<file path="config.mk">
export PLATFORM = sky130hd
export DESIGN_NAME = node_config_registers
export DESIGN_NICKNAME = d
export VERILOG_FILES = /design/src/hdl/node_cfg_pkg.sv /design/src/hdl/node_config_registers.sv
export SDC_FILE = /design/constraint.sdc
export NUM_CORES = 1
export LEC_CHECK = 0
export BUFFER_PORTS_ARGS = -buffer_cell sky130_fd_sc_hd__buf_2
export CAP_MARGIN = 20
export CORE_ASPECT_RATIO = 0.7
export CORE_UTILIZATION = 35
export DETAILED_ROUTE_END_ITERATION = 10
export SLEW_MARGIN = 25
export SYNTH_ARGS = -nofsm -noshare
export SYNTH_HDL_FRONTEND = slang
export SYNTH_SLANG_ARGS = --single-unit
</file>
<file path="constraint.sdc">
create_clock -name ref_clk -period 2.2 [get_ports ref_clk]
set_clock_uncertainty 0.2 [all_clocks]
set_input_delay 0.44 -clock ref_clk [delete_from_list [all_inputs] [get_ports ref_clk]]
set_output_delay 0.44 -clock ref_clk [all_outputs]
set_load 0.05 [all_outputs]
</file>
<file path="src/hdl/node_cfg_pkg.sv">
// Package for the node configuration register bank: offsets, fields,
// reset values and the carrier structs for configuration accesses and clock-generator settings.
// Assumes one clock domain and 8-bit register numbers.
package node_cfg_pkg;
   // Register numbers
   localparam logic [7:0] REG_DEVICE_IDENTIFICATION = 8'h00;
   localparam logic [7:0] REG_SWITCH_DESCRIPTION = 8'h01;
   localparam logic [7:0] REG_SWITCH_CONFIGURATION = 8'h04;
   localparam logic [7:0] REG_NODE_IDENTIFIER = 8'h05;
   localparam logic [7:0] REG_CLOCK_GENERATOR_SETTINGS = 8'h06;
   localparam logic [7:0] REG_SWITCH_CLOCK_DIVIDER = 8'h07;
   localparam logic [7:0] REG_REFERENCE_CLOCK_DIVIDER = 8'h08;
   localparam logic [7:0] REG_TEST_PORT_DEVICE_ID = 8'h09;
   localparam logic [7:0] REG_TEST_PORT_USER_CODE = 8'h0a;
   localparam logic [7:0] REG_ROUTE_DIRECTIONS_LOW = 8'h0c;
   localparam logic [7:0] REG_ROUTE_DIRECTIONS_HIGH = 8'h0d;
   localparam logic [7:0] REG_DEBUG_PIN_CONFIG_TILE0 = 8'h10;
   localparam logic [7:0] REG_DEBUG_PIN_CONFIG_TILE1 = 8'h11;
   localparam logic [7:0] REG_DEBUG_EVENT_SOURCE = 8'h1f;
   localparam logic [7:0] REG_LINK_STATUS_DIRECTION = 8'h20;
   localparam logic [7:0] REG_CORE_LINK_STATUS = 8'h40;
   localparam logic [7:0] REG_LINK_CONFIG_INIT = 8'h80;
   localparam logic [7:0] REG_STATIC_LINK_CONFIG = 8'ha0;

   // Switch configuration fields
   localparam int SWCFG_WRITE_LOCK_BIT = 31;
   localparam int SWCFG_CLKGEN_LOCK_BIT = 8;
   localparam int SWCFG_HEADER_BIT = 0;

   // Clock-generator settings fields
   localparam int CLKGEN_NO_RESET_BIT = 31;
   localparam int CLKGEN_NO_RELOCK_BIT = 30;
   localparam int CLKGEN_BYPASS_BIT = 29;
   localparam int CLKGEN_TEST_BOOT_BIT = 28;
   localparam int CLKGEN_OUT_DIV_HI = 25;
   localparam int CLKGEN_OUT_DIV_LO = 23;
   localparam int CLKGEN_FB_MUL_HI = 20;
   localparam int CLKGEN_FB_MUL_LO = 8;
   localparam int CLKGEN_IN_DIV_HI = 6;
   localparam int CLKGEN_IN_DIV_LO = 0;
   // Bits that hold state; the rest are reserved
   localparam logic [31:0] CLKGEN_WRITABLE_MASK = 32'hf39f_ff7f;

   // Identification fields
   localparam int IDENT_BOOT_PINS_LO = 16;
   localparam int IDENT_REVISION_LO = 8;
   localparam int IDENT_VERSION_LO = 0;

   // Reset values
   localparam logic [31:0] CLKGEN_RESET = 32'h0000_0000;
   localparam logic [15:0] NODE_ID_RESET = 16'h0000;
   localparam logic [15:0] SWITCH_DIV_RESET = 16'h0000;
   localparam logic [15:0] REF_DIV_RESET = 16'h0003;

   // One configuration access from the switch network
   typedef struct packed {
      logic write;
      logic [7:0] number;
      logic [31:0] data;
   } cfg_request_t;

   // Clock-generator settings handed to the clock logic
   typedef struct packed {
      logic no_relock;
      logic bypass;
      logic test_boot;
      logic [2:0] out_div;
      logic [12:0] fb_mul;
      logic [6:0] in_div;
   } clkgen_settings_t;
endpackage

</file>
<file path="src/hdl/node_config_registers.sv">
// Node configuration register bank of the system switch.
// Assumes configuration accesses arrive from the switch network as
// one-cycle requests on ref_clk, and that the boot pins are stable at reset.
// A write refused by a lock is still answered, so software sees no error;
// it must read the register back to learn whether the write landed.
//
// Summary of operation
// Registers reached only by configuration accesses
// Bit 31 of configuration locks control writes
// Bit 8 of configuration locks clock settings
// Bit 0 selects header width, resets 0
// Node identifier is 16 writable bits
// Clock settings write resets the tile
// Written bit 31 set suppresses the reset
// Bit 30 skips waiting for relock
// Bit 29 bypasses the frequency multiplier
// Bit 28 selects test port boot
// Output divider in bits 25:23
// Feedback multiplier in bits 20:8
// Input divider in bits 6:0
// Multiplied clock drives I/O, processor, switch
// Switch clock divider is 16 writable bits
// Boot pins captured at reset, held after
// Identification gives revision and version, read-only
// Description gives link and processor counts
// Blocked writes dropped, reserved bits read zero
`timescale 1ns/10ps
`default_nettype none
module node_config_registers #(
   parameter logic [7:0] SWITCH_REVISION = 8'h01, // Arbitrary value
   parameter logic [7:0] SWITCH_VERSION = 8'h01, // Arbitrary value
   parameter logic [7:0] LINK_COUNT = 8'h08,
   parameter logic [7:0] SWITCH_CORES = 8'h02,
   parameter logic [7:0] DEVICE_CORES = 8'h02,
   parameter logic [31:0] TEST_DEVICE_ID = 32'h0000_0001, // Arbitrary value
   parameter logic [31:0] TEST_USER_CODE = 32'h0000_0000 // Arbitrary value
) (
   // Clock and reset
   input wire logic ref_clk,
   input wire logic reset,
   // Configuration access from the switch network
   input wire logic cfg_valid,
   input wire node_cfg_pkg::cfg_request_t cfg_request,
   output logic cfg_ack,
   output logic [31:0] cfg_read_data,
   // Boot-control pin levels
   input wire logic [7:0] boot_select_pins,
   // Clock generator and switch controls
   output node_cfg_pkg::clkgen_settings_t clkgen_settings,
   output logic clkgen_update,
   output logic tile_reset_request,
   output logic one_byte_headers,
   output logic [15:0] node_identifier,
   output logic [15:0] switch_clock_divider,
   output logic [15:0] reference_clock_divider
);
   import node_cfg_pkg::*;

   logic write_lock;
   logic clkgen_lock;
   logic [31:0] clkgen_reg;
   logic [7:0] boot_pins_held;
   logic write_strobe;
   logic clkgen_write;

   // Writes allowed only when not locked; the lock bit itself stays
   // writable so software can unlock again through configuration writes
   function automatic logic write_allowed(input logic [7:0] number,
                                          input logic lock);
      write_allowed = !lock || number == REG_SWITCH_CONFIGURATION;
   endfunction

   // Only configuration writes from the network reach the bank
   assign write_strobe = cfg_valid && cfg_request.write;
   assign clkgen_write = write_strobe &&
      cfg_request.number == REG_CLOCK_GENERATOR_SETTINGS &&
      write_allowed(cfg_request.number, write_lock) &&
      !clkgen_lock;

   // Switch configuration: two locks and the header width
   always_ff @(posedge ref_clk) begin
      if (reset) begin
         write_lock <= 1'b0;
         clkgen_lock <= 1'b0;
         one_byte_headers <= 1'b0;
      end else if (write_strobe &&
                   cfg_request.number == REG_SWITCH_CONFIGURATION) begin
         write_lock <= cfg_request.data[SWCFG_WRITE_LOCK_BIT];
         clkgen_lock <= cfg_request.data[SWCFG_CLKGEN_LOCK_BIT];
         one_byte_headers <= cfg_request.data[SWCFG_HEADER_BIT];
      end
   end

   // Node identifier and switch clock divider, dropped when locked
   always_ff @(posedge ref_clk) begin
      if (reset) begin
         node_identifier <= NODE_ID_RESET;
         switch_clock_divider <= SWITCH_DIV_RESET;
         reference_clock_divider <= REF_DIV_RESET;
      end else if (write_strobe &&
                   write_allowed(cfg_request.number, write_lock)) begin
         // Blocked writes simply fall through here
         if (cfg_request.number == REG_NODE_IDENTIFIER)
            node_identifier <= cfg_request.data[15:0];
         if (cfg_request.number == REG_SWITCH_CLOCK_DIVIDER)
            switch_clock_divider <= cfg_request.data[15:0];
         if (cfg_request.number == REG_REFERENCE_CLOCK_DIVIDER)
            reference_clock_divider <= cfg_request.data[15:0];
      end
   end

   // Clock-generator settings; reserved bits never stored
   always_ff @(posedge ref_clk) begin
      if (reset)
         clkgen_reg <= CLKGEN_RESET;
      else if (clkgen_write)
         clkgen_reg <= cfg_request.data & CLKGEN_WRITABLE_MASK;
   end

   // Update pulse follows each accepted write; tile reset request only those with bit 31 clear
   always_ff @(posedge ref_clk) begin
      if (reset) begin
         clkgen_update <= 1'b0;
         tile_reset_request <= 1'b0;
      end else begin
         clkgen_update <= clkgen_write;
         tile_reset_request <= clkgen_write &&
            !cfg_request.data[CLKGEN_NO_RESET_BIT];
      end
   end

   // Fields handed to the clock generator, which feeds I/O, cores, switch
   always_comb begin
      clkgen_settings.no_relock = clkgen_reg[CLKGEN_NO_RELOCK_BIT];
      clkgen_settings.bypass = clkgen_reg[CLKGEN_BYPASS_BIT];
      clkgen_settings.test_boot = clkgen_reg[CLKGEN_TEST_BOOT_BIT];
      clkgen_settings.out_div =
         clkgen_reg[CLKGEN_OUT_DIV_HI:CLKGEN_OUT_DIV_LO];
      clkgen_settings.fb_mul =
         clkgen_reg[CLKGEN_FB_MUL_HI:CLKGEN_FB_MUL_LO];
      clkgen_settings.in_div =
         clkgen_reg[CLKGEN_IN_DIV_HI:CLKGEN_IN_DIV_LO];
   end

   // Boot pins followed while reset is held and frozen at release, so even
   // a read in the very first cycle after reset sees the captured levels
   always_ff @(posedge ref_clk) begin
      if (reset)
         boot_pins_held <= boot_select_pins;
   end

   // Read path: every access answered one cycle later
   always_ff @(posedge ref_clk) begin
      if (reset) begin
         cfg_ack <= 1'b0;
         cfg_read_data <= 32'h0000_0000;
      end else begin
         cfg_ack <= cfg_valid;
         if (cfg_valid && !cfg_request.write) begin
            unique case (cfg_request.number)
               REG_DEVICE_IDENTIFICATION:
                  cfg_read_data <= {8'h00, boot_pins_held,
                     SWITCH_REVISION, SWITCH_VERSION};
               REG_SWITCH_DESCRIPTION:
                  cfg_read_data <= {8'h00, LINK_COUNT, SWITCH_CORES,
                     DEVICE_CORES};
               REG_SWITCH_CONFIGURATION:
                  cfg_read_data <= {write_lock, 22'h0, clkgen_lock,
                     7'h00, one_byte_headers};
               REG_NODE_IDENTIFIER:
                  cfg_read_data <= {16'h0000, node_identifier};
               REG_CLOCK_GENERATOR_SETTINGS:
                  cfg_read_data <= clkgen_reg;
               REG_SWITCH_CLOCK_DIVIDER:
                  cfg_read_data <= {16'h0000, switch_clock_divider};
               REG_REFERENCE_CLOCK_DIVIDER:
                  cfg_read_data <= {16'h0000, reference_clock_divider};
               REG_TEST_PORT_DEVICE_ID:
                  cfg_read_data <= TEST_DEVICE_ID;
               REG_TEST_PORT_USER_CODE:
                  cfg_read_data <= TEST_USER_CODE;
               // Fields of the other registers live elsewhere
               default:
                  cfg_read_data <= 32'h0000_0000;
            endcase
         end else begin
            cfg_read_data <= 32'h0000_0000;
         end
      end
   end

   // Checks, all on ref_clk and silenced while reset is held,
   // since every register is being forced then

   // Every access is answered exactly one cycle later
   ack_follows_a: assert property (@(posedge ref_clk)
      disable iff (reset)
      cfg_valid |=> cfg_ack)
      else $error("access not answered");

   // And never without an access
   ack_spurious_a: assert property (@(posedge ref_clk)
      disable iff (reset)
      !cfg_valid |=> !cfg_ack)
      else $error("answer without access");

   // Writes return no data
   write_data_a: assert property (@(posedge ref_clk)
      disable iff (reset)
      cfg_valid && cfg_request.write
      |=> cfg_read_data == 32'h0000_0000)
      else $error("write returned data");

   // A locked bank leaves the node identifier alone
   lock_switch_cfg_a: assert property (@(posedge ref_clk)
      disable iff (reset)
      write_strobe && write_lock &&
      cfg_request.number == REG_NODE_IDENTIFIER
      |=> $stable(node_identifier))
      else $error("node identifier changed while locked");

   // And the switch clock divider
   lock_switch_div_a: assert property (@(posedge ref_clk)
      disable iff (reset)
      write_strobe && write_lock &&
      cfg_request.number == REG_SWITCH_CLOCK_DIVIDER
      |=> $stable(switch_clock_divider))
      else $error("switch divider changed while locked");

   // The control lock covers the clock settings too; no pulse may
   // leak out of a dropped write
   lock_all_clkgen_a: assert property (@(posedge ref_clk)
      disable iff (reset)
      write_strobe && write_lock &&
      cfg_request.number == REG_CLOCK_GENERATOR_SETTINGS
      |=> $stable(clkgen_reg) && !clkgen_update)
      else $error("clock settings taken under control lock");

   // Watched at the register, not the strobe, so a broken strobe
   // is caught as well
   lock_clkgen_a: assert property (@(posedge ref_clk)
      disable iff (reset)
      write_strobe && clkgen_lock &&
      cfg_request.number == REG_CLOCK_GENERATOR_SETTINGS
      |=> $stable(clkgen_reg) && !clkgen_update)
      else $error("clock settings written while locked");

   // Header width follows bit 0 of each configuration write
   header_width_a: assert property (@(posedge ref_clk)
      disable iff (reset)
      write_strobe && cfg_request.number == REG_SWITCH_CONFIGURATION
      |=> one_byte_headers == $past(cfg_request.data[0]))
      else $error("header width not taken");

   // An unlocked identifier write lands in full
   node_id_write_a: assert property (@(posedge ref_clk)
      disable iff (reset)
      write_strobe && !write_lock &&
      cfg_request.number == REG_NODE_IDENTIFIER
      |=> node_identifier == $past(cfg_request.data[15:0]))
      else $error("node identifier not written");

   // The upper half of the identifier reads as zero
   node_id_read_a: assert property (@(posedge ref_clk)
      disable iff (reset)
      cfg_valid && !cfg_request.write &&
      cfg_request.number == REG_NODE_IDENTIFIER
      |=> cfg_read_data == {16'h0000, $past(node_identifier)})
      else $error("node identifier read wrong");

   // A settings write asks for a tile reset unless bit 31 is set
   tile_reset_a: assert property (@(posedge ref_clk)
      disable iff (reset)
      clkgen_write && !cfg_request.data[CLKGEN_NO_RESET_BIT]
      |=> tile_reset_request && clkgen_update)
      else $error("tile reset missing");

   // Neither pulse comes without an accepted write just before
   pulse_origin_a: assert property (@(posedge ref_clk)
      disable iff (reset)
      !clkgen_write |=> !clkgen_update && !tile_reset_request)
      else $error("clock pulse without a write");

   // Bit 31 keeps the update but drops the reset
   no_reset_a: assert property (@(posedge ref_clk)
      disable iff (reset)
      clkgen_write && cfg_request.data[CLKGEN_NO_RESET_BIT]
      |=> !tile_reset_request && clkgen_update)
      else $error("reset not suppressed");

   // Single-bit controls land where the clock logic expects them
   bypass_field_a: assert property (@(posedge ref_clk)
      disable iff (reset)
      clkgen_write |=> clkgen_settings.bypass == $past(cfg_request.data[29])
         && clkgen_settings.no_relock == $past(cfg_request.data[30])
         && clkgen_settings.test_boot == $past(cfg_request.data[28]))
      else $error("bypass, relock or boot source wrong");

   // Divider fields pass through unshifted
   divider_fields_a: assert property (@(posedge ref_clk)
      disable iff (reset)
      clkgen_write |=> clkgen_settings.fb_mul == $past(cfg_request.data[20:8])
         && clkgen_settings.in_div == $past(cfg_request.data[6:0])
         && clkgen_settings.out_div == $past(cfg_request.data[25:23]))
      else $error("divider fields wrong");

   // An unlocked switch divider write lands in full
   switch_div_a: assert property (@(posedge ref_clk)
      disable iff (reset)
      write_strobe && !write_lock &&
      cfg_request.number == REG_SWITCH_CLOCK_DIVIDER
      |=> switch_clock_divider == $past(cfg_request.data[15:0]))
      else $error("switch divider not written");

   // Its upper half reads as zero
   switch_div_read_a: assert property (@(posedge ref_clk)
      disable iff (reset)
      cfg_valid && !cfg_request.write &&
      cfg_request.number == REG_SWITCH_CLOCK_DIVIDER
      |=> cfg_read_data == {16'h0000, $past(switch_clock_divider)})
      else $error("switch divider read wrong");

   // Pins seen during reset are what the first cycle after holds
   boot_capture_a: assert property (@(posedge ref_clk)
      disable iff (reset)
      $past(reset) |-> boot_pins_held == $past(boot_select_pins))
      else $error("boot pins not captured");

   // From then on they never move
   boot_hold_a: assert property (@(posedge ref_clk)
      disable iff (reset)
      !$past(reset) |-> $stable(boot_pins_held))
      else $error("boot pins changed");

   // Identification read gives pins, revision and version
   ident_read_a: assert property (@(posedge ref_clk)
      disable iff (reset)
      cfg_valid && !cfg_request.write &&
      cfg_request.number == REG_DEVICE_IDENTIFICATION
      |=> cfg_ack && cfg_read_data == {8'h00, boot_pins_held,
         SWITCH_REVISION, SWITCH_VERSION})
      else $error("identification read wrong");

   // Description read gives the link and processor counts
   descr_read_a: assert property (@(posedge ref_clk)
      disable iff (reset)
      cfg_valid && !cfg_request.write &&
      cfg_request.number == REG_SWITCH_DESCRIPTION
      |=> cfg_read_data == {8'h00, LINK_COUNT, SWITCH_CORES, DEVICE_CORES})
      else $error("description read wrong");

   // Configuration reads show only the three live bits
   cfg_reserved_a: assert property (@(posedge ref_clk)
      disable iff (reset)
      cfg_valid && !cfg_request.write &&
      cfg_request.number == REG_SWITCH_CONFIGURATION
      |=> cfg_read_data[30:9] == 22'h0 && cfg_read_data[7:1] == 7'h00)
      else $error("configuration reserved bits set");

   // Settings reads show nothing in the reserved bits
   settings_read_a: assert property (@(posedge ref_clk)
      disable iff (reset)
      cfg_valid && !cfg_request.write &&
      cfg_request.number == REG_CLOCK_GENERATOR_SETTINGS
      |=> (cfg_read_data & ~CLKGEN_WRITABLE_MASK) == 32'h0000_0000)
      else $error("settings reserved bits read set");

   // Reserved clock-generator bits are never stored
   reserved_zero_a: assert property (@(posedge ref_clk)
      disable iff (reset)
      (clkgen_reg & ~CLKGEN_WRITABLE_MASK) == 32'h0000_0000)
      else $error("reserved clock bits set");

   // Main scenarios worth seeing at least once
   clkgen_write_c: cover property (@(posedge ref_clk) clkgen_write);
   locked_write_c: cover property (@(posedge ref_clk)
      write_strobe && write_lock);
   tile_reset_c: cover property (@(posedge ref_clk) tile_reset_request);
   locked_clkgen_c: cover property (@(posedge ref_clk)
      write_strobe && clkgen_lock &&
      cfg_request.number == REG_CLOCK_GENERATOR_SETTINGS);
   suppressed_reset_c: cover property (@(posedge ref_clk)
      clkgen_write && cfg_request.data[CLKGEN_NO_RESET_BIT]);
endmodule // node_config_registers
`default_nettype wire

</file>
==> summary.md, run 1 <==
| Metric | Value |
|---|---|
| Ant diodes | 0 |
| Unrepaired setup endpoints after global routing | no |
| Clock sinks | 119 |
| Pleak | 2.70 nW |
| Sequential cell area fraction in the yosys report | 51.3% |
| # nets final | 747 |
| Slew Viols, Final | 0 |
| Die Wd | 142 um |
| Final-layout fill cell count | 1266 |
| HP Class | in2reg |
| Top cell type's share of synthesized area | 46.3% |
| Via-to-Cell Ratio | 4.83 |
| Post-synthesis cell type count | 41 |
| Number of global-route vias before repair | 4095 |
| Final Hold Fails | 0 |
| Grt ovf | 0 |
| Mapped Area | 4800 sq um |
| Hold path cells | 1 |
| First-pass GRT wire length | 22.2 mm |
| Initial antenna violation count | 0 |
| Async set or reset register ratio after synthesis | 0% |
| Commonest non-fill, non-tap cell in the layout | buf_2 |
| R2r endpoint | node_identifier[7] |
| Yosys warns | 0 |
| RePlAce Congestion | 0.825 |
| Largest net degree at the start of global routing | 89 |
| Cell taking the most area after synthesis | dfxtp_1 |
| # Post-CTS Setup Buffers | 0 |
| Sequence of cells on the critical path | buf_2 > or4_4 > nor4_4 > buf_4 > a22oi_1 > a21oi_1 |
| Max reg flops | 30 |
| Tmin final | 1.80 ns |
| Dpl hpwl | 10.2 mm |
| WHS Endpoint | boot_pins_held[5] |
| Skew-Pair Late Insertion Delay | 0.40 ns |
| Critical path class | in2reg |
| Post-CTS Resized | 0 |
| Largest family of logic cells by synthesized area | simple AND/OR/NAND/NOR gates |
| Worst R2R Start | write_lock |
| Initial core utilization | 36.2% |
| Syn-to-layout area delta | 33.7% |
| CP required | 2.33 ns |
| Hold WS | 0.0197 ns |
| Post-Syn Instances | 550 |
| CTS H-tree depth | 4 |
| CP arrival | 1.92 ns |
| DRC viols | 0 |
| Dpl cell area | 5730 sq um |
| Cts hold-fix bufs | 4 |
| Area contributors post-synth | dfxtp_1, nand2_1, a21oi_1 |
| CTS root buffer | clkbuf_16 |
| Commonest cells after routing, fill and taps aside | buf_2, nand2_1, dfxtp_1, a21oi_1, buf_4 |
| PD cells | 840 nW/um^2 |
| Compound-Gate Fraction of Synth Area | 13.7% |
| I/O pins | 162 |
| XOR/XNOR Fraction of Synth Area | 0% |
| Share of layout cells above drive strength 1 | 34.6% |
| Iter 0 DRT Violations | 236 |
| DR WL/cell | 16.3 um |
| Status | completed |
| Fmax | 557 MHz |
| Core Util, Final | 48.3% |
| Die height | 100 um |
| R2R Setup Slk | 0.46 ns |
| Crit-path max FO | 6 |
| Period utilisation layout | 81.6% |
| Buffers on Ports | 155 |
| Max incr delay on CP | 0.61 ns |
| Final WL | 14.5 mm |
| Die area | 14200 sq um |
| Worst hold path startpoint | boot_select_pins[5] |
| Worst VDD drop | 0.627 mV |
| Core area | 13300 sq um |
| GRT Total Usage | 20.7% |
| Clock-pin transition on the worst setup and hold timing paths | 0.06 ns |
| Syn Area/Cell | 8.72 sq um |
| CTS tree | done |
| Maxcap violations | 0 |
| Clock Path Buffers | 2 |
| Post-synth EDFFs | 8 |
| Post-Synth Simple-Gate Area | 21.9% |
| CP max-delay cell | or4_4 |
| Post-Synth Adder-Cell Area | 0% |
| Pre-Repair DR Iteration Count | 4 |
| CTS buffer count | 17 |
| DR vias | 4309 |
| Ys flop type | dfxtp_1 |
| Crit start category | input port |
| Setup Viol. Count Final | 0 |
| Site Rows | 35 |
| Reg2reg path depth | 6 |
| Mux cell area share after synthesis | 4.35% |
| CP endpoint kind | flop |
| FF+latch count, synth | 119 |
| Post-DRT Antenna Nets | 0 |
| Final Instance Area | 6410 sq um |
==> worst max-delay path: cells and delay by family <==
kind	cells	cell delay, ns
and+or+nand+nor	2	0.93
buffers and inverters	2	0.33
AOI/OAI and AO/OA	2	0.22
==> layer usage <==
layer  vias to the layer above  wire (um)  track usage (%)
li1                       2124          -                -
met1                      2025       6990             28.4
met2                       156       6390             31.5
met3                         4       1090             6.49
met4                         0         68             5.62
met5                         -          0                0
==> area by class of cell <==
cell class / instances / area (sq um) / share of cell area (%)
multi-input cells: 361 / 1940 / 30.3
inverters: 3 / 11.3 / 0.176
well taps: 185 / 231 / 3.61
clock inverters: 8 / 143 / 2.22
repair buffers: 193 / 1120 / 17.5
flip-flops and latches: 119 / 2460 / 38.4
clock buffers: 24 / 502 / 7.82
==> power breakdown <==
group	switching, mW	total, mW	internal (mW)
sequential	0.00369	2.20	2.20
clock	0.949	2.99	2.04
combinational	0.127	0.196	0.0694
==> metrics by stage <==
step	cells	setup slack, ns	TNS, ns	power [mW]
detailed placement	857	-0.000769	-0.000769	2.43
floorplan	551	0.191	0	2.33
global route	893	0.355	0	5.55
finish	893	0.404	0	5.39
global placement	857	0.0562	0	2.43
CTS	893	0.418	0	5.43
==> Yosys cell counts (all sizes together) (6+ instances only) <==
master,number
dfxtp,111
a21oi,88
mux2,15
and2,6
nand2,151
clkbuf,18
a22oi,18
nor2,13
edfxtp,8
buf,50
and3,7
nand3,22
==> logic make-up after synthesis <==
kind of cell / after synthesis
simple gates: 226
flops: 119
compound gates: 114
buf+inv: 71
mux: 19
other cells: 1
==> how the worst max path moves through the flow <==
stage                         start            endpoint  slack, ns
floorplan           cfg_request[37]   cfg_read_data[10]       0.19
global placement    cfg_request[37]    cfg_read_data[9]       0.06
detailed placement  cfg_request[37]    cfg_read_data[9]    -0.0008
CTS                 cfg_request[37]    cfg_read_data[9]       0.42
global route             write_lock  node_identifier[2]       0.35
finish              cfg_request[37]    cfg_read_data[7]       0.40
Power figures use the tool's default switching activity.
==> inputs of run 2 (changes only) <==
==> constraint.sdc (replaced) <==
create_clock -name ref_clk -period 1.6 [get_ports ref_clk]
set_clock_uncertainty 0.2 [all_clocks]
set_input_delay 0.32 -clock ref_clk [delete_from_list [all_inputs] [get_ports ref_clk]]
set_output_delay 0.32 -clock ref_clk [all_outputs]
set_load 0.05 [all_outputs]
==> summary.md, run 2 (synthesized netlist as in run 1, its figures left out) <==
| Metric | Value |
|---|---|
| Status | completed |
| Dpl hpwl | 10.6 mm (+4.0%) |
| PD cells | 1010 nW/um^2 (+21%) |
| Pre-Repair DR Iteration Count | 4 (unchanged) |
| RePlAce Congestion | 0.805 (-2.4%) |
| HP Class | in2reg |
| # nets final | 807 (+8.0%) |
| First-pass GRT wire length | 23.8 mm (+7.1%) |
| Initial core utilization | 36.2% (unchanged) |
| Buffers on Ports | 155 (unchanged) |
| Skew-Pair Late Insertion Delay | 0.40 ns (about the same) |
| Post-DRT Antenna Nets | 0 (unchanged) |
| Die Wd | 142 um (unchanged) |
| CTS buffer count | 17 (unchanged) |
| CTS root buffer | clkbuf_16 |
| Core area | 13300 sq um (unchanged) |
| Slew Viols, Final | 0 (unchanged) |
| Site Rows | 35 (unchanged) |
| Switch share | 20.7% (+0.64 points) |
| Initial antenna violation count | 0 (unchanged) |
| Power share of the clock group | 53.0% (-2.5 points) |
| Setup Viol. Count Final | 0 (unchanged) |
| DR vias | 4627 (+7.4%) |
| Grt ovf | 0 (unchanged) |
| Fmax | 629 MHz |
| Worst VDD drop | 0.948 mV (+51%) |
| Share of layout cells above drive strength 1 | 38.7% (+4.1 points) |
| Max reg flops | 30 (unchanged) |
| Crit-path max FO | 9 (+3) |
| Int Power | 5.78 mW (+34%) |
| CP max-delay cell | and3b_2 |
| Iter 0 DRT Violations | 226 (-4.2%) |
| Tmin final | 1.59 ns |
| Pleak | 2.98 nW (+11%) |
| Largest net degree at the start of global routing | 69 (-22%) |
| Die area | 14200 sq um (unchanged) |
| DR WL/cell | 16.2 um (-0.30%) |
| Final-layout fill cell count | 1212 (-4.3%) |
| Final WL | 15.5 mm (+6.5%) |
| Critical path class | reg2reg |
| Crit start category | flop |
| CTS tree | done |
| Clock-pin transition on the worst setup and hold timing paths | 0.05 ns (about the same) |
| Clock Path Buffers | 2 (unchanged) |
| Clock sinks | 119 (unchanged) |
| CP arrival | 1.71 ns (-0.21 ns) |
| Number of global-route vias before repair | 4537 (+11%) |
| CP endpoint kind | flop |
| Max incr delay on CP | 0.33 ns (-0.28 ns) |
| Setup_tns | 0 ns (unchanged) |
| Commonest cells after routing, fill and taps aside | nand2_1, buf_2, dfxtp_1, a21oi_1, buf_4 |
| GRT Total Usage | 22.0% (+1.3 points) |
| Syn-to-layout area delta | 49.6% |
| Unrepaired setup endpoints after global routing | yes |
| Final Hold Fails | 0 (unchanged) |
| Maxcap violations | 0 (unchanged) |
| Combinational share of power | 5.4% (+1.8 points) |
| CP bufs+invs | 1 (-1) |
| R2R Setup Slk | 0.01 ns (-0.45 ns) |
| Sequence of cells on the critical path | and3b_2 > and4_4 > buf_12 > nand2_1 > a21oi_1 |
| Die height | 100 um (unchanged) |
| Top Family by Delay on Critical Path | simple AND/OR/NAND/NOR gates |
| CTS H-tree depth | 4 (unchanged) |
| Commonest non-fill, non-tap cell in the layout | nand2_1 |
| Via-to-Cell Ratio | 4.85 (+0.51%) |
| Flop pwr share | 41.5% (+0.7 points) |
| I/O pins | 162 (unchanged) |
| Period utilisation layout | 99.4% |
| DRC viols | 0 (unchanged) |
| Total power | 7.28 mW (+35%) |
| NetSw | 1.51 mW (+39%) |
| CP required | 1.72 ns (-0.61 ns) |
[run 2: worst min-delay path, cell delays in order]
cell and delay [ns]:
buf_2 0.14, nand2_1 0.06, a21oi_1 0.05
[run 2: worst paths after layout]
| check | startpoint | depth (start not counted) | endpoint |
|---|---|---|---|
| max | write_lock | 5 | clkgen_reg[6] |
| max reg2reg | write_lock | 5 | clkgen_reg[6] |
| min reg2reg | switch_clock_divider[14] | 2 | switch_clock_divider[14] |
| min | cfg_request[0] | 3 | clkgen_reg[0] |
[run 2: power by group through the flow]
stage	Clock [mW]	Sequential (mW)	Combinational, mW
global route	4.06	3.02	0.420
finish	3.86	3.02	0.396
CTS	3.91	3.02	0.383
global placement	0	3.09	0.311
detailed placement	0	3.09	0.317
floorplan	0	3.09	0.126
[run 2: area by class of cell]
cell class / count / area (sq um) / area share, %
well taps: 185 / 231 / 3.23
clock inverters: 13 / 160 / 2.23
multi-input cells: 361 / 2050 / 28.5
flip-flops and latches: 119 / 2460 / 34.3
repair buffers: 253 / 1830 / 25.5
clock buffers: 19 / 433 / 6.03
inverters: 3 / 11.3 / 0.157
diodes: 1 / 2.50 / 0.0349
[run 2: metrics by stage]
step / utilization, % / instance area [sq um] / hold WS [ns] / setup slack, ns / cells
after global placement: 45.3 / 6010 / 0.245 / -0.365 / 883
after CTS: 52.4 / 6960 / 0.0139 / 0.00292 / 949
after floorplan: - / 4940 / 0.199 / -0.191 / 551
after global routing: 54.1 / 7170 / 0.0367 / -0.0494 / 953
after detailed placement: 45.3 / 6010 / 0.260 / -0.388 / 883
final: 54.1 / 7180 / 0.0309 / 0.00987 / 954
[run 2: what timing repair did]
| action | CTS | global route |
|---|---|---|
| gates cloned | 0 | 1 |
| endpoints found under the hold margin | 53 | 0 |
| pin swaps | 0 | 4 |
| resized for setup | 6 | 58 |
| setup buffers | 0 | 3 |
| setup endpoints to repair | 73 | 81 |
| hold buffers | 34 | 0 |
[run 2: per-layer routing]
layer | track usage, % | vias up | routed length, um | share of wire (%)
li1 | - | 2248 | - | -
met1 | 29.6 | 2223 | 7310 | 47
met2 | 34.8 | 148 | 7130 | 46
met3 | 6.06 | 8 | 933 | 6.0
met4 | 6.04 | 0 | 110 | 0.71
met5 | 0 | - | 0 | 0
==> inputs of run 3 (changes only) <==
--- a/config.mk
+++ b/config.mk
@@ -5,6 +5,7 @@
 export SDC_FILE = /design/constraint.sdc
 export NUM_CORES = 1
 export LEC_CHECK = 0
+export ABC_AREA = 1
 export BUFFER_PORTS_ARGS = -buffer_cell sky130_fd_sc_hd__buf_2
 export CAP_MARGIN = 20
 export CORE_ASPECT_RATIO = 0.7
==> summary.md, run 3 <==
| Metric | Value |
|---|---|
| Multi-input logic area | 2520 sq um (+23%) |
| Final-layout fill cell count | 1551 (+28%) |
| # nets final | 994 (+23%) |
| Initial antenna violation count | 0 (unchanged) |
| Period utilisation layout | 99.1% (-0.33 points) |
| R2R Setup Slk | 0.19 ns (+0.18 ns) |
| Crit start category | flop |
| Maxcap violations | 0 (unchanged) |
| Post-Syn Instances | 759 (+38%) |
| Syn Area/Cell | 7.44 sq um (-15%) |
| Setup_tns | 0 ns (unchanged) |
| Pre-Repair DR Iteration Count | 5 (+1) |
| Number of global-route vias before repair | 4934 (+8.8%) |
| Skew-Pair Late Insertion Delay | 0.41 ns (about the same) |
| Grt ovf | 0 (unchanged) |
| Syn-to-layout area delta | 37.6% |
| Initial core utilization | 36.1% (-0.040 points) |
| PD cells | 998 nW/um^2 (-1.6%) |
| Setup Viol. Count Final | 0 (unchanged) |
| Clock sinks | 119 (unchanged) |
| Sequence of cells on the critical path | buf_4 |
| Met3 GRT Util | 4.61% (-1.4 points) |
| Worst VDD drop | 0.675 mV (-29%) |
| Buffers on Ports | 155 (unchanged) |
| Pleak | 3.76 nW (+26%) |
| DR vias | 5289 (+14%) |
| FF+latch count, synth | 119 (unchanged) |
| Cell taking the most area after synthesis | dfxtp_1 |
| Pre-CTS setup slack | -0.238 ns (+0.150 ns) |
| Crit-path max FO | 3 (-6) |
| CP max-delay cell | dfxtp_1 |
| CP bufs+invs | 1 (unchanged) |
| Commonest non-fill, non-tap cell in the layout | nand2_1 |
| Die height | 108 um (+8.3%) |
| Status | completed |
| Post-DRT Antenna Nets | 0 (unchanged) |
| Fmax | 631 MHz (+0.33%) |
| CP required | 1.08 ns (-0.64 ns) |
| Post-synthesis cell type count | 32 (-22%) |
| Clock Path Buffers | 2 (unchanged) |
| Die area | 16700 sq um (+17%) |
| Final Instance Area | 7770 sq um (+8.3%) |
| Critical path class | reg2out |
| Die Wd | 154 um (+8.4%) |
| DR WL/cell | 14.2 um (-12%) |
| Finished Layout Cells | 1155 (+21%) |
| CTS tree | done |
| CP endpoint kind | primary output |
| Share of layout cells above drive strength 1 | 34.3% (-4.3 points) |
| Final setup margin | 0.0151 ns (+0.00523 ns) |
| Top cell type's share of synthesized area | 39.3% (-7.0 points) |
| Max reg flops | 30 (unchanged) |
| CTS H-tree depth | 4 (unchanged) |
| Register area | 2460 sq um (unchanged) |
| Top Family by Delay on Critical Path | flip-flops |
| Yosys warns | 0 (unchanged) |
| Mapped Area | 5650 sq um (+18%) |
| Area contributors post-synth | dfxtp_1, nand2_1, nor2_1 |
| Sequential cell area fraction in the yosys report | 43.6% (-7.7 points) |
| I/O pins | 162 (unchanged) |
| Via-to-Cell Ratio | 4.58 (-5.6%) |
| Final WL | 16.4 mm (+6.0%) |
| Iter 0 DRT Violations | 267 (+18%) |
| CP arrival | 1.06 ns (-0.65 ns) |
| Largest net degree at the start of global routing | 37 (-46%) |
| Site Rows | 38 (+8.6%) |
| DRC viols | 0 (unchanged) |
| Async set or reset register ratio after synthesis | 0% (unchanged) |
| First-pass GRT wire length | 25.9 mm (+8.7%) |
| Ys flop type | dfxtp_1 |
| Total power | 7.76 mW (+6.6%) |
| RePlAce Congestion | 0.820 (+1.8%) |
| GRT Total Usage | 20.3% (-1.7 points) |
| CTS root buffer | clkbuf_16 |
| Core area | 15600 sq um (+18%) |
| Clock-pin transition on the worst setup and hold timing paths | 0.06 ns (about the same) |
| Max incr delay on CP | 0.42 ns (+0.09 ns) |
| Post-synth EDFFs | 8 (unchanged) |
| Dpl cell area | 6820 sq um (+13%) |
| CTS buffer count | 17 (unchanged) |
| Slew Viols, Final | 0 (unchanged) |
| Placed insts | 1109 (+26%) |
| Gr busiest metal | met2 |
| Met1 Usage GRT | 28.9% (-0.71 points) |
| HP Class | in2reg |
| Commonest cells post-synth | nand2_1, nor2_1, dfxtp_1 |
| Dpl hpwl | 11.8 mm (+11%) |
| Final Hold Fails | 0 (unchanged) |
| Commonest cells after routing, fill and taps aside | nand2_1, nor2_1, dfxtp_1, buf_2, nand3_1 |
| Met2 GRT Util | 30.6% (-4.2 points) |
| Most frequent cell after synthesis | nand2_1 |
| Ant diodes | 0 (-1) |
| Tmin final | 1.58 ns (-0.00523 ns) |
-- run 3: cell count changes after synthesis, sizes merged, moves of 6 or more --
cell	before	now
and2	6	0
nand3b	3	11
mux2	15	0
buf	50	66
a22oi	18	0
nor2	13	195
inv	3	45
a21oi	88	33
and3	7	0
clkbuf	18	1
nand2	151	177
nand3	22	99
-- run 3: final cells by class --
cell class	count	share of cell area, %
well taps	200	3.22
flip-flops and latches	119	31.7
clock buffers	19	6.12
clock inverters	13	2.45
inverters	46	2.24
multi-input cells	528	32.4
repair buffers	230	21.8
-- run 3: worst register-to-register path, cell delays in order (launching register included) --
cell,delay [ns]
dfxtp_1,0.33
inv_1,0.10
nand2_1,0.10
nand2_4,0.15
buf_12,0.20
nand2_1,0.09
nand2_1,0.06
nand3_1,0.07
-- run 3: path summary, 6_finish.rpt --
path | to | startpoint | depth (start not counted)
setup reg to reg | reference_clock_divider[1] | write_lock | 7
setup / recovery | switch_clock_divider[0] | switch_clock_divider[0] | 1
hold reg to reg | cfg_read_data[28] | clkgen_reg[28] | 2
hold / removal | clkgen_reg[20] | cfg_request[20] | 4
-- run 3: logic make-up after synthesis --
| family | synth area share [%] |
|---|---|
| other | 0.0664 |
| buffers and inverters | 12.2 |
| AO/OA/AOI/OAI | 3.54 |
| AND/OR/NAND/NOR | 40.7 |
| flip-flops | 43.6 |
-- run 3: stage by stage --
step,hold WS [ns],util (%)
finish,0.0131,49.7
global route,0.0235,49.7
CTS,0.00218,49.0
detailed placement,0.253,43.6
global placement,0.248,43.6
floorplan,0.189,-
-- run 3: where the power goes --
part | switching, mW | total, mW | internal [mW]
clock | 1.47 | 4.27 | 2.81
sequential | 0.00677 | 3.02 | 3.02
combinational | 0.275 | 0.462 | 0.187
-- run 3: metal layers --
layer / vias up / part of all wire [%]
li1: 2725 / -
met1: 2373 / 52
met2: 181 / 41
met3: 10 / 6.3
met4: 0 / 0.65
met5: - / 0
-- run 3: timing repair --
action | CTS | global route
resized for setup | 21 | 43
setup endpoints to repair | 20 | 64
hold buffers | 13 | 0
buffers inserted | 0 | 1
gates cloned | 0 | 0
hold endpoints to repair | 14 | 0
